===== src/hw/lcd_map.vh =====
// constants for the charge-level bar-graph display block
`ifndef LCD_MAP_VH
`define LCD_MAP_VH

// clock rate and display timings
`define LCD_CLK_MHZ 250
`define LCD_SHOW_TIME_MS 4000
`define LCD_BLINK_HALF_MS 500

// register byte addresses
`define LCD_REG_CTRL 8'h00
`define LCD_REG_STATUS 8'h04
`define LCD_REG_SOC 8'h08

// control register fields and reset value
`define LCD_CTRL_CNT_LO 0
`define LCD_CTRL_CNT_HI 1
`define LCD_CTRL_SCALE_BIT 2
`define LCD_CTRL_RESET 3'h2

// led count selections
`define LCD_CNT_THREE 2'h0
`define LCD_CNT_FOUR 2'h1
`define LCD_CNT_FIVE 2'h2

// status register fields
`define LCD_ST_LED_LO 0
`define LCD_ST_LED_HI 4
`define LCD_ST_SHOW_BIT 8
`define LCD_ST_BLINK_BIT 9
`define LCD_ST_EOD_BIT 10
`define LCD_ST_PHASE_BIT 11

// axi responses
`define LCD_RESP_OKAY 2'h0
`define LCD_RESP_SLVERR 2'h2

// percentage thresholds per led option
`define LCD_P5_1 8'h14
`define LCD_P5_2 8'h28
`define LCD_P5_3 8'h3C
`define LCD_P5_4 8'h50
`define LCD_P4_1 8'h19
`define LCD_P4_2 8'h32
`define LCD_P4_3 8'h4B
`define LCD_P3_1 8'h22
`define LCD_P3_2 8'h43

// percentage scaling
`define LCD_PCT_FULL 8'h64
`define LCD_PCT_MUL 7'h64
`define LCD_DIV_STEPS 5'h17

`endif


===== src/hw/lcd_display.v =====
// charge-level led bar-graph controller with axi4-lite control registers
//
// Summary of operation
// [RULE1] Drive three, four or five leds; control bits pick the count.
// [RULE2] Relative mode scales to full charge capacity, absolute to design capacity.
// [RULE3] A scale select control bit chooses absolute or relative display mode.
// [RULE4] Falling edge on the request input shows the display for four seconds.
// [RULE5] Next activation needs input high then low, only after the timer expired.
// [RULE6] While end-of-discharge flag is set, every led stays off.
// [RULE7] Each lit led represents 20, 25 or 33 percent of charge.
// [RULE8] Lit leds blink while remaining capacity is below the alarm level.
// [RULE9] Five leds: thresholds at 20, 40, 60 and 80 percent.
// [RULE10] Four leds: thresholds at 25, 50 and 75 percent.
// [RULE11] Three leds: thresholds at 34 and 67 percent.
// [RULE12] Request input synchronised before edge detection; leds off when timer expires.
// [RULE13] Blink toggles about every half second, set by a parameter.
`timescale 1ns/100ps
`include "lcd_map.vh"

module lcd_display #(
  parameter [31:0] SHOW_CYCLES = `LCD_SHOW_TIME_MS * 1000 * `LCD_CLK_MHZ,
  parameter [31:0] BLINK_CYCLES = `LCD_BLINK_HALF_MS * 1000 * `LCD_CLK_MHZ
) (
  // clock and reset
  input wire sys_clk,
  input wire rst,
  // pushbutton pin
  input wire display_request_input,
  // gauge core values
  input wire [15:0] full_charge_capacity,
  input wire [15:0] design_capacity,
  input wire [15:0] remaining_capacity,
  input wire [15:0] remaining_capacity_alarm,
  input wire end_of_discharge_flag,
  // led bar-graph, bit 0 is led1, high lights the led
  output reg [4:0] led_drive,
  // axi4-lite write address
  input wire [7:0] s_axi_awaddr,
  input wire [2:0] s_axi_awprot,
  input wire s_axi_awvalid,
  output reg s_axi_awready,
  // axi4-lite write data
  input wire [31:0] s_axi_wdata,
  input wire [3:0] s_axi_wstrb,
  input wire s_axi_wvalid,
  output reg s_axi_wready,
  // axi4-lite write response
  output reg [1:0] s_axi_bresp,
  output reg s_axi_bvalid,
  input wire s_axi_bready,
  // axi4-lite read address
  input wire [7:0] s_axi_araddr,
  input wire [2:0] s_axi_arprot,
  input wire s_axi_arvalid,
  output reg s_axi_arready,
  // axi4-lite read data
  output reg [31:0] s_axi_rdata,
  output reg [1:0] s_axi_rresp,
  output reg s_axi_rvalid,
  input wire s_axi_rready
);

// display states
localparam [1:0] ST_IDLE = 2'b01;
localparam [1:0] ST_SHOW = 2'b10;

// control register
reg [1:0] led_count_sel;
reg display_scale_select;

// write channel holding
reg aw_held;
reg w_held;
reg [7:0] aw_addr;
reg [31:0] w_data;
reg [3:0] w_strb;

// request pin synchroniser and edge detect
reg req_meta;
reg req_sync;
reg req_prev;
wire req_fall;

// display state and timers
reg [1:0] state;
reg [1:0] next_state;
reg [31:0] show_cnt;
reg [31:0] blink_cnt;
reg blink_phase;

// charge percentage
reg [7:0] soc_pct;
wire div_busy;
wire div_done;
wire [7:0] div_pct;
wire [15:0] reference;
wire below_alarm;
wire [4:0] lit;
wire [4:0] next_led;
wire [2:0] level;

// thermometer level for a percentage and led option
function [2:0] bar_level;
  input [7:0] pct;
  input [1:0] sel;
  begin
    case (sel)
      `LCD_CNT_THREE:
        bar_level = 3'h1 + {2'h0, pct >= `LCD_P3_1} + {2'h0, pct >= `LCD_P3_2}; // RULE11
      `LCD_CNT_FOUR:
        bar_level = 3'h1 + {2'h0, pct >= `LCD_P4_1} + {2'h0, pct >= `LCD_P4_2}
          + {2'h0, pct >= `LCD_P4_3}; // RULE10
      default:
        bar_level = 3'h1 + {2'h0, pct >= `LCD_P5_1} + {2'h0, pct >= `LCD_P5_2}
          + {2'h0, pct >= `LCD_P5_3} + {2'h0, pct >= `LCD_P5_4}; // RULE9
    endcase
  end
endfunction

// register address match, used by both read and write paths
function is_ctrl;
  input [7:0] addr;
  begin
    is_ctrl = ({addr[7:2], 2'b00} == `LCD_REG_CTRL);
  end
endfunction

// reference capacity chosen by the scale mode
assign reference = display_scale_select ? design_capacity : full_charge_capacity; // RULE2 RULE3

// percentage divider, restarted whenever idle
lcd_soc_div u_div (
  .sys_clk(sys_clk),
  .rst(rst),
  .start(!div_busy),
  .numer(remaining_capacity),
  .denom(reference),
  .busy(div_busy),
  .done(div_done),
  .percent(div_pct)
);

// latest percentage result
always @(posedge sys_clk or posedge rst)
begin
  if (rst)
    soc_pct <= 8'h00;
  else if (div_done)
    soc_pct <= div_pct;
end

// two-stage synchroniser then edge detect on the request pin
always @(posedge sys_clk or posedge rst)
begin
  if (rst)
  begin
    req_meta <= 1'b0;
    req_sync <= 1'b0;
    req_prev <= 1'b0;
  end
  else
  begin
    req_meta <= display_request_input; // RULE12
    req_sync <= req_meta;
    req_prev <= req_sync;
  end
end

assign req_fall = req_prev & ~req_sync; // RULE12

// display state machine: a falling edge only counts while idle
always @*
begin
  next_state = state;
  case (state)
    ST_IDLE:
      if (req_fall)
        next_state = ST_SHOW; // RULE4 RULE5
    ST_SHOW:
      if (show_cnt == 32'h00000001)
        next_state = ST_IDLE; // RULE12
    default:
      next_state = ST_IDLE;
  endcase
end

// state register and show timer
always @(posedge sys_clk or posedge rst)
begin
  if (rst)
  begin
    state <= ST_IDLE;
    show_cnt <= 32'h00000000;
  end
  else
  begin
    state <= next_state;
    if (state == ST_IDLE && req_fall)
      show_cnt <= SHOW_CYCLES; // RULE4
    else if (show_cnt != 32'h00000000)
      show_cnt <= show_cnt - 32'h00000001;
  end
end

// blink phase, restarted lit at each activation
always @(posedge sys_clk or posedge rst)
begin
  if (rst)
  begin
    blink_cnt <= 32'h00000000;
    blink_phase <= 1'b1;
  end
  else if (state != ST_SHOW)
  begin
    blink_cnt <= 32'h00000000;
    blink_phase <= 1'b1;
  end
  else if (blink_cnt >= BLINK_CYCLES - 32'h00000001)
  begin
    blink_cnt <= 32'h00000000;
    blink_phase <= ~blink_phase; // RULE13
  end
  else
    blink_cnt <= blink_cnt + 32'h00000001;
end

assign below_alarm = remaining_capacity < remaining_capacity_alarm; // RULE8
assign level = bar_level(soc_pct, led_count_sel); // RULE7

// thermometer code, one led per step of charge
genvar gi;
generate
  for (gi = 0; gi < 5; gi = gi + 1)
  begin : g_bar
    assign lit[gi] = level > gi; // RULE1
  end
endgenerate

// gating: shown, not discharged, and not below alarm or blink phase on
assign next_led = (state == ST_SHOW && !end_of_discharge_flag // RULE6
  && (!below_alarm || blink_phase)) ? lit : 5'h00; // RULE8

// led outputs registered
always @(posedge sys_clk or posedge rst)
begin
  if (rst)
    led_drive <= 5'h00;
  else
    led_drive <= next_led;
end

// write address and data taken in either order, one write at a time
always @(posedge sys_clk or posedge rst)
begin
  if (rst)
  begin
    aw_held <= 1'b0;
    w_held <= 1'b0;
    aw_addr <= 8'h00;
    w_data <= 32'h00000000;
    w_strb <= 4'h0;
    s_axi_awready <= 1'b0;
    s_axi_wready <= 1'b0;
    s_axi_bvalid <= 1'b0;
    s_axi_bresp <= `LCD_RESP_OKAY;
    {display_scale_select, led_count_sel} <= `LCD_CTRL_RESET;
  end
  else
  begin
    s_axi_awready <= 1'b0;
    s_axi_wready <= 1'b0;
    if (s_axi_awvalid && s_axi_awready)
    begin
      aw_held <= 1'b1;
      aw_addr <= s_axi_awaddr;
    end
    else if (!aw_held && !s_axi_bvalid && s_axi_awvalid)
      s_axi_awready <= 1'b1;
    if (s_axi_wvalid && s_axi_wready)
    begin
      w_held <= 1'b1;
      w_data <= s_axi_wdata;
      w_strb <= s_axi_wstrb;
    end
    else if (!w_held && !s_axi_bvalid && s_axi_wvalid)
      s_axi_wready <= 1'b1;
    if (aw_held && w_held && !s_axi_bvalid)
    begin
      aw_held <= 1'b0;
      w_held <= 1'b0;
      s_axi_bvalid <= 1'b1;
      if (is_ctrl(aw_addr))
      begin
        s_axi_bresp <= `LCD_RESP_OKAY;
        if (w_strb[0])
        begin
          led_count_sel <= w_data[`LCD_CTRL_CNT_HI:`LCD_CTRL_CNT_LO]; // RULE1
          display_scale_select <= w_data[`LCD_CTRL_SCALE_BIT]; // RULE3
        end
      end
      else
        s_axi_bresp <= `LCD_RESP_SLVERR;
    end
    else if (s_axi_bvalid && s_axi_bready)
      s_axi_bvalid <= 1'b0;
  end
end

// read channel: one cycle to take the address, next cycle data
always @(posedge sys_clk or posedge rst)
begin
  if (rst)
  begin
    s_axi_arready <= 1'b0;
    s_axi_rvalid <= 1'b0;
    s_axi_rdata <= 32'h00000000;
    s_axi_rresp <= `LCD_RESP_OKAY;
  end
  else
  begin
    s_axi_arready <= 1'b0;
    if (s_axi_arvalid && s_axi_arready)
    begin
      s_axi_rvalid <= 1'b1;
      s_axi_rdata <= 32'h00000000;
      s_axi_rresp <= `LCD_RESP_OKAY;
      if (is_ctrl(s_axi_araddr))
      begin
        s_axi_rdata[`LCD_CTRL_CNT_HI:`LCD_CTRL_CNT_LO] <= led_count_sel;
        s_axi_rdata[`LCD_CTRL_SCALE_BIT] <= display_scale_select;
      end
      else if ({s_axi_araddr[7:2], 2'b00} == `LCD_REG_STATUS)
      begin
        s_axi_rdata[`LCD_ST_LED_HI:`LCD_ST_LED_LO] <= led_drive;
        s_axi_rdata[`LCD_ST_SHOW_BIT] <= (state == ST_SHOW);
        s_axi_rdata[`LCD_ST_BLINK_BIT] <= below_alarm;
        s_axi_rdata[`LCD_ST_EOD_BIT] <= end_of_discharge_flag;
        s_axi_rdata[`LCD_ST_PHASE_BIT] <= blink_phase;
      end
      else if ({s_axi_araddr[7:2], 2'b00} == `LCD_REG_SOC)
        s_axi_rdata[7:0] <= soc_pct;
      else
        s_axi_rresp <= `LCD_RESP_SLVERR;
    end
    else if (s_axi_rvalid && s_axi_rready)
      s_axi_rvalid <= 1'b0;
    else if (!s_axi_rvalid && s_axi_arvalid)
      s_axi_arready <= 1'b1;
  end
end

endmodule // lcd_display


===== src/hw/lcd_soc_div.v =====
// sequential divider giving remaining capacity as a percentage of a reference
`timescale 1ns/100ps
`include "lcd_map.vh"

module lcd_soc_div (
  // clock and reset
  input wire sys_clk,
  input wire rst,
  // request
  input wire start,
  input wire [15:0] numer,
  input wire [15:0] denom,
  // result
  output reg busy,
  output reg done,
  output reg [7:0] percent
);

reg [22:0] dividend;
reg [22:0] quot;
reg [16:0] rem;
reg [15:0] den_hold;
reg [4:0] steps;
wire [16:0] trial;
wire [22:0] scaled;

assign scaled = numer * `LCD_PCT_MUL;
assign trial = {rem[15:0], dividend[22]};

// one quotient bit per cycle, result clamped to full scale
always @(posedge sys_clk or posedge rst)
begin
  if (rst)
  begin
    busy <= 1'b0;
    done <= 1'b0;
    percent <= 8'h00;
    dividend <= 23'h000000;
    quot <= 23'h000000;
    rem <= 17'h00000;
    den_hold <= 16'h0000;
    steps <= 5'h00;
  end
  else
  begin
    done <= 1'b0;
    if (!busy)
    begin
      if (start)
      begin
        busy <= 1'b1;
        dividend <= scaled;
        den_hold <= denom;
        quot <= 23'h000000;
        rem <= 17'h00000;
        steps <= `LCD_DIV_STEPS;
      end
    end
    else if (steps != 5'h00)
    begin
      dividend <= {dividend[21:0], 1'b0};
      steps <= steps - 5'h01;
      if (trial >= {1'b0, den_hold})
      begin
        rem <= trial - {1'b0, den_hold};
        quot <= {quot[21:0], 1'b1};
      end
      else
      begin
        rem <= trial;
        quot <= {quot[21:0], 1'b0};
      end
    end
    else
    begin
      busy <= 1'b0;
      done <= 1'b1;
      if (den_hold == 16'h0000)
        percent <= 8'h00; // no reference, show empty
      else if (quot >= {15'h0000, `LCD_PCT_FULL})
        percent <= `LCD_PCT_FULL;
      else
        percent <= quot[7:0];
    end
  end
end

endmodule // lcd_soc_div


===== config.mk =====
export PLATFORM = sky130hd
export DESIGN_NAME = lcd_display
export DESIGN_NICKNAME = d
export VERILOG_FILES = /design/src/hw/lcd_display.v /design/src/hw/lcd_soc_div.v
export VERILOG_INCLUDE_DIRS = /design/src /design/src/hw
export SDC_FILE = /design/constraint.sdc
export NUM_CORES = 1
export LEC_CHECK = 0
export BUFFER_PORTS_ARGS = -buffer_cell sky130_fd_sc_hd__buf_2
export CAP_MARGIN = 40
export CORE_MARGIN = 10
export CORE_UTILIZATION = 50
export DETAILED_ROUTE_END_ITERATION = 12
export GPL_ROUTABILITY_DRIVEN = 0
export PLACE_DENSITY = 0.71
export RECOVER_POWER = 100
export SLEW_MARGIN = 25
export SYNTH_ARGS = -nofsm -noshare
export SYNTH_HDL_FRONTEND = slang
export SYNTH_SLANG_ARGS = --single-unit

===== constraint.sdc =====
create_clock -name sys_clk -period 8.02 [get_ports sys_clk]
set_clock_uncertainty 0.15 [all_clocks]
set_input_delay 0.401 -clock sys_clk [delete_from_list [all_inputs] [get_ports sys_clk]]
set_output_delay 0.401 -clock sys_clk [all_outputs]
set_load 0.005 [all_outputs]

==> run_results.csv, run 1 <==
group,metric,value,unit
status,outcome,"complete, but fails checks",
status,violations,"max-capacitance violations, max-slew violations",
floorplanning,die_h,179,um
sta,worst_pin_slew,3320,ps
setup_path,worstReg2RegStart,"u_div.busy$_DFF_PP0_",
logic_synthesis,synth_flop_cell,"dfrtp_1",
logic_synthesis,yosysMostFrequentCell,"dfrtp_1",
logic_synthesis,synthTopCellsByArea,"dfrtp_1 (41%), ha_1 (9.4%), nand2_1 (5.7%), xor2_1 (3.3%), inv_1 (3.2%)",
global_routing,grt_pass1_vias,9846,
floorplanning,dieArea,0.0319,mm2
logic_synthesis,yosysSeqAreaShare,41.4,%
global_routing,gr-total-overflow,0,
clock_tree,clockBufferDepth,3,
pwr,pwr-share-comb,33.1,%
cells_and_area,fill_cells,2157,
logic_synthesis,ys_ff_latch,208,
pwr,finalPower,0.00370,W
routing,viasPerCell,5.47,
cells_and_area,syn2layout_area_growth,13.9,%
global_routing,antenna_found_initial,1,
global_routing,grt_first_pass_wirelength,46.4,mm
sta,hold_viol,0,
clock_tree,cts.sinks,208,
setup_path,crit_start,"u_div.busy$_DFF_PP0_",
logic_synthesis,syn_avg_cell_area,9.24,um2
sta,grt_setup_unrepaired,"no",
setup_path,rrSetupSlack,3000,ps
sta,drv_slew,134,
sta,max_freq,199,MHz
clock_tree,clkTransAtPathRegs,60,ps
pwr,p_leak,6.71,nW
setup_path,crit_buf_inv,2,
floorplanning,pin_count,177,
setup_path,critPathMostFrequentCell,"nand2_1",
logic_synthesis,synthDistinctLibCells,78,
setup_path,r2r_end,"u_div.percent[3]$_DFFE_PP0P_",
clock_tree,cts_made_buffers,23,
logic_synthesis,ys.warnings.count,0,
pwr,irDropWorstVdd,0.154,mV
clock_tree,cts_tree,"built",
clock_tree,post_cts_buffers,0,
place,portBuffers,112,
floorplanning,core_area,0.0245,mm2
setup_path,worstPathRequired,8320,ps
logic_synthesis,synth_edf_count,0,
logic_synthesis,synth_common_cells,"dfrtp_1 (205), nand2_1 (191), inv_1 (108)",
pwr,powerDensity,258,mW/mm2
routing,routed_wl,27.6,mm
cells_and_area,drive_gt1_share,11.6,%
place,post-place-ws,4310,ps
setup_path,cp-start-kind,"flip-flop",
cells_and_area,finish.utilization,58.4,%
logic_synthesis,yosysTopAreaCellShare,40.8,%
routing,drt-wirelength-per-cell,15.1,um
floorplanning,die_w,179,um
setup_path,crit_family,"buffers and inverters",
logic_synthesis,yosysTopAreaCell,"dfrtp_1",
routing,drc_errors,0,
floorplanning,rows,57,
setup_path,critPathCapture,"u_div.percent[3]$_DFFE_PP0P_",
setup_path,slowest_delay,2310,ps
setup_path,path_class,"flip-flop to flip-flop",
clock_tree,h-tree-depth,1,
setup_path,worstPathCellList,"clkbuf_1 > nand2_1 > inv_1 > nand2_1 > nor2_1 > a22o_1",
setup_path,crit_arrival,5320,ps
worst_hold_path,min_path_type,"primary input to flip-flop",
setup_path,crit_fanout,89,
routing,dr.pass1.iters,5,
setup_path,cpMaxStageDelayCell,"clkbuf_1",
sta,timing.final.ws_setup,3000,ps
pwr,p_seq_share,37.8,%
setup_path,critical_path_depth,6,
logic_synthesis,synth_area,0.0126,mm2
logic_synthesis,synthCells,1362,
cells_and_area,layout.nets,1718,
clock_tree,cts-root-buf,"clkbuf_16",
pwr,power.share.clock,29.1,%
pwr,p_switching,0.00129,W
logic_synthesis,async_flop_share,100,%
routing,ant_nets,0,
global_routing,grt_max_degree,98,
floorplanning,start_util,51.3,%
place,dp_hpwl,19.7,mm
pwr,switching_share,35.0,%
run,drv_cap,2,
sta,slew_headroom,-121,%
setup_path,rr_worst_depth,6,
routing,vias,9964,
setup_path,cp-end-kind,"flip-flop",
sta,timing.setup.tns,0,ps
sta,period_share,62.6,%
sta,setup_violations,0,
sta,layout_min_cycle_time,5020,ps
pwr,p_int,0.00240,W
routing,drt_iter0_drc,595,
clock_tree,worstSkewPairLatency,520,ps
global_routing,grtUsageTotal,16.9,%
worst min-delay path by stage:
| stage | startpoint | endpoint | slack (ps) | cells after the start |
|---|---|---|---|---|
| after global routing | s_axi_awvalid | s_axi_awready$_DFF_PP0_ | 20 | 2 |
| after floorplan | req_meta$_DFF_PP0_ | req_sync$_DFF_PP0_ | 180 | 0 |
| final | s_axi_awvalid | s_axi_awready$_DFF_PP0_ | 20 | 2 |
| after global placement | req_meta$_DFF_PP0_ | req_sync$_DFF_PP0_ | 180 | 0 |
| after CTS | s_axi_awvalid | s_axi_awready$_DFF_PP0_ | 5 | 2 |
| after detailed placement | req_meta$_DFF_PP0_ | req_sync$_DFF_PP0_ | 200 | 0 |
cells in the final DEF (no fill, tap or decap), types with 7 or more instances in the layout:
cell / synthesis / routed
a211oi_1: 12 / 12
a21o_1: 17 / 17
a21oi_1: 72 / 72
a22o_1: 16 / 16
a31oi_1: 22 / 22
and3_1: 10 / 10
and4_1: 8 / 8
buf_2: 2 / 89
clkbuf_1: 46 / 32
clkbuf_16: 0 / 23
conb_1: 1 / 27
dfrtp_1: 205 / 204
dlygate4sd3_1: 0 / 18
fa_1: 13 / 13
ha_1: 95 / 95
inv_1: 108 / 107
mux2_2: 22 / 22
mux2i_1: 22 / 22
nand2_1: 191 / 191
nand2b_1: 8 / 8
nand3_1: 35 / 35
nand4_1: 15 / 15
nor2_1: 96 / 96
nor2b_1: 11 / 11
nor3_1: 18 / 18
nor4_1: 18 / 18
o21a_1: 8 / 8
o21ai_0: 74 / 74
o31ai_1: 7 / 7
or3_1: 13 / 13
or4_1: 11 / 12
xnor2_1: 24 / 24
xor2_1: 48 / 48
sequential cells by signal, summed over array words and instances (netlist names), 2 cells and up:
| signal | flops |
|---|---|
| u_div.percent | 8 |
| u_div.quot | 23 |
| w_data | 3 |
| u_div.den_hold | 16 |
| aw_addr | 6 |
| blink_cnt | 32 |
| led_drive | 5 |
| state | 2 |
| led_count_sel | 2 |
| u_div.steps | 5 |
| s_axi_rdata | 12 |
| u_div.dividend | 21 |
| u_div.rem | 16 |
| soc_pct | 8 |
| show_cnt | 32 |
layer usage:
layer | wire length, um | global-route usage [%] | up-vias
li1 | - | - | 4943
met1 | 12800 | 22.8 | 4784
met2 | 13000 | 28.2 | 202
met3 | 1370 | 2.41 | 35
met4 | 387 | 3.86 | 0
met5 | 0 | 0 | -
per-stage QoR:
step | hold WS (ps) | area, um2 | instances
after floorplan | 181 | 12700 | 1388
after global placement | 184 | 13300 | 1754
after detailed placement | 196 | 13400 | 1760
after CTS | 5.25 | 14400 | 1820
after global routing | 16.2 | 14300 | 1821
final | 19.7 | 14300 | 1822
kinds of logic after synthesis:
logic type	share of synthesized area, %
AND/OR/NAND/NOR	17.5
AO/OA/AOI/OAI	14.6
flip-flops	41.4
buffers and inverters	6.26
adder cells (fa/ha/maj)	11.5
XOR/XNOR	5.01
multiplexers	3.72
other	0.0298
layout make-up:
| cell class | instances | area [um2] | area share, % |
|---|---|---|---|
| Sequential cell | 208 | 5210 | 36.4 |
| Tap cell | 324 | 405 | 2.83 |
| Inverter | 109 | 410 | 2.86 |
| Clock inverter | 8 | 108 | 0.751 |
| Antenna cell | 2 | 5.00 | 0.0349 |
| Timing Repair Buffer | 142 | 838 | 5.85 |
| Clock buffer | 34 | 677 | 4.72 |
| Multi-Input combinational cell | 995 | 6680 | 46.6 |
power groups by stage:
stage                     Combinational, W  Sequential (W)  Clock, W
after floorplan                   0.000978         0.00134         0
after global placement             0.00116         0.00141         0
after detailed placement           0.00122         0.00141         0
after CTS                          0.00123         0.00139   0.00110
after global routing               0.00139         0.00142   0.00115
final                              0.00122         0.00140   0.00108
repair_timing:
action | CTS | global route
resized for setup | 0 | 0
endpoints found under the hold margin | 60 | 0
hold buffers | 18 | 0
Power figures use the tool's default switching activity.
==> run 2, diff against run 1 <==
clock period = 4.75 ns   (was 8.02 ns; I/O delays follow)
==> run_results.csv, run 2 (synthesis gave the netlist of run 1 again) <==
group,metric,value,unit
floorplanning,dieArea,0.0319,mm2
sta,period_share,79.0,%
setup_path,crit_arrival,4050,ps
global_routing,grt_max_degree,121,
floorplanning,core_area,0.0245,mm2
clock_tree,clkTransAtPathRegs,60,ps
clock_tree,worstSkewPairLatency,530,ps
routing,drc_errors,0,
sta,drv_slew,49,
clock_tree,h-tree-depth,1,
setup_path,cp-end-kind,"flip-flop",
global_routing,grt_pass1_vias,10000,
clock_tree,cts_tree,"built",
clock_tree,cts.sinks,208,
setup_path,path_class,"flip-flop to flip-flop",
pwr,p_leak,6.87,nW
sta,worst_pin_slew,1900,ps
sta,slew_headroom,-26.8,%
routing,vias,10200,
clock_tree,cts-root-buf,"clkbuf_16",
floorplanning,pin_count,177,
sta,timing.setup.tns,0,ps
cells_and_area,final_cells,1863,
setup_path,rrSetupSlack,1000,ps
sta,setup_violations,0,
routing,drt_iter0_drc,650,
routing,viasPerCell,5.48,
cells_and_area,layout_commonest_cell,"dfrtp_1",
sta,grt_setup_unrepaired,"no",
global_routing,grtUsageTotal,17.5,%
setup_path,slowest_delay,1400,ps
routing,routed_wl,28.7,mm
cells_and_area,layout.nets,1761,
setup_path,worstPathCellList,"clkbuf_1 > inv_2 > nand2_1 > o21ai_0 > a31oi_1 > o211a_1",
run,drv_cap,1,
setup_path,worstPathRequired,5050,ps
pwr,powerDensity,434,mW/mm2
clock_tree,hold_buffers,56,
floorplanning,die_w,179,um
setup_path,cp-start-kind,"flip-flop",
place,portBuffers,112,
floorplanning,start_util,51.3,%
worst_hold_path,min_path_type,"primary input to flip-flop",
routing,drt-wirelength-per-cell,15.4,um
global_routing,gr-total-overflow,0,
cells_and_area,drive_gt1_share,11.2,%
cells_and_area,final_cell_mix,"dfrtp_1 (205), nand2_1 (191), inv_1 (107)",
cells_and_area,diodes,0,
clock_tree,cts_made_buffers,23,
pwr,irDropWorstVdd,0.267,mV
clock_tree,clockBufferDepth,3,
place,dp.cells,1761,
global_routing,grt_first_pass_wirelength,47.7,mm
routing,dr.pass1.iters,6,
cells_and_area,syn2layout_area_growth,16.9,%
sta,hold_viol,0,
setup_path,cpMaxStageDelayCell,"clkbuf_1",
clock_tree,post_cts_buffers,0,
routing,ant_nets,0,
clock_tree,ctsResizeCount,0,
place,dp_hpwl,19.8,mm
floorplanning,rows,57,
global_routing,antenna_found_initial,0,
setup_path,crit_fanout,48,
cells_and_area,reg_top3,"blink_cnt x32, show_cnt x32, u_div.quot x23",
sta,layout_min_cycle_time,3750,ps
status,outcome,"complete, but fails checks",
sta,max_freq,267,MHz
status,violations,"max-capacitance violations, max-slew violations",
floorplanning,die_h,179,um
[run 2: changes by cell type in the layout (fill, tap and decap cells not counted), moves of 2 or more]
cell	change
buf_4	+2
clkbuf_8	-2
clkinvlp_4	+2
diode_2	-2
dlygate4sd3_1	+38
[run 2: critical path: cells and delay by family (launching register included)]
kind                   cells  cell delay [ps]
flip-flops                 1              610
AND/OR/NAND/NOR            1              290
buffers and inverters      2             2160
AO/OA/AOI/OAI              3              450
[run 2: area by class of cell]
class                           count  area [um2]
Timing Repair Buffer              185        1220
Clock buffer                       28         634
Multi-Input combinational cell    995        6650
Fill cell                        2107        9830
Clock inverter                     14         175
Sequential cell                   208        5210
Tap cell                          324         405
Inverter                          109         410
[run 2: metal layers]
metal	routed length [um]	GRT usage [%]
met5	0	0
met1	12900	23.5
met3	1640	2.43
met2	13600	29.1
met4	632	4.89
[run 2: stage by stage]
step                      instance area (um2)  total power (W)  util (%)  setup WS, ps  hold WS, ps
final                                   14700          0.00639      59.9           999         33.1
after global placement                  13400          0.00435      54.5          1250          187
after detailed placement                13400          0.00443      54.6          1260          195
after floorplan                         12700          0.00392         -          1630          119
after global routing                    14700          0.00682      59.9           540         61.6
after CTS                               14800          0.00640      60.2          1250         17.4
[run 2: power breakdown]
part | internal [W] | switching (W)
Sequential | 0.00208 | 0.000289
Combinational | 0.000938 | 0.00121
Clock | 0.00113 | 0.000747
Total | 0.00414 | 0.00225
[run 2: worst paths after layout]
| kind | startpoint | end | cells after the start |
|---|---|---|---|
| worst min register to register | req_meta$_DFF_PP0_ | req_sync$_DFF_PP0_ | 0 |
| worst max-delay path | u_div.busy$_DFF_PP0_ | u_div.dividend[20]$_DFFE_PP0N_ | 6 |
| worst min-delay path | remaining_capacity[3] | u_div.dividend[5]$_DFFE_PP0N_ | 4 |
| max in group asynchronous | rst | u_div.dividend[20]$_DFFE_PP0N_ | 5 |
| worst max register to register | u_div.busy$_DFF_PP0_ | u_div.dividend[20]$_DFFE_PP0N_ | 6 |
| min in group asynchronous | rst | soc_pct[5]$_DFFE_PP0P_ | 3 |
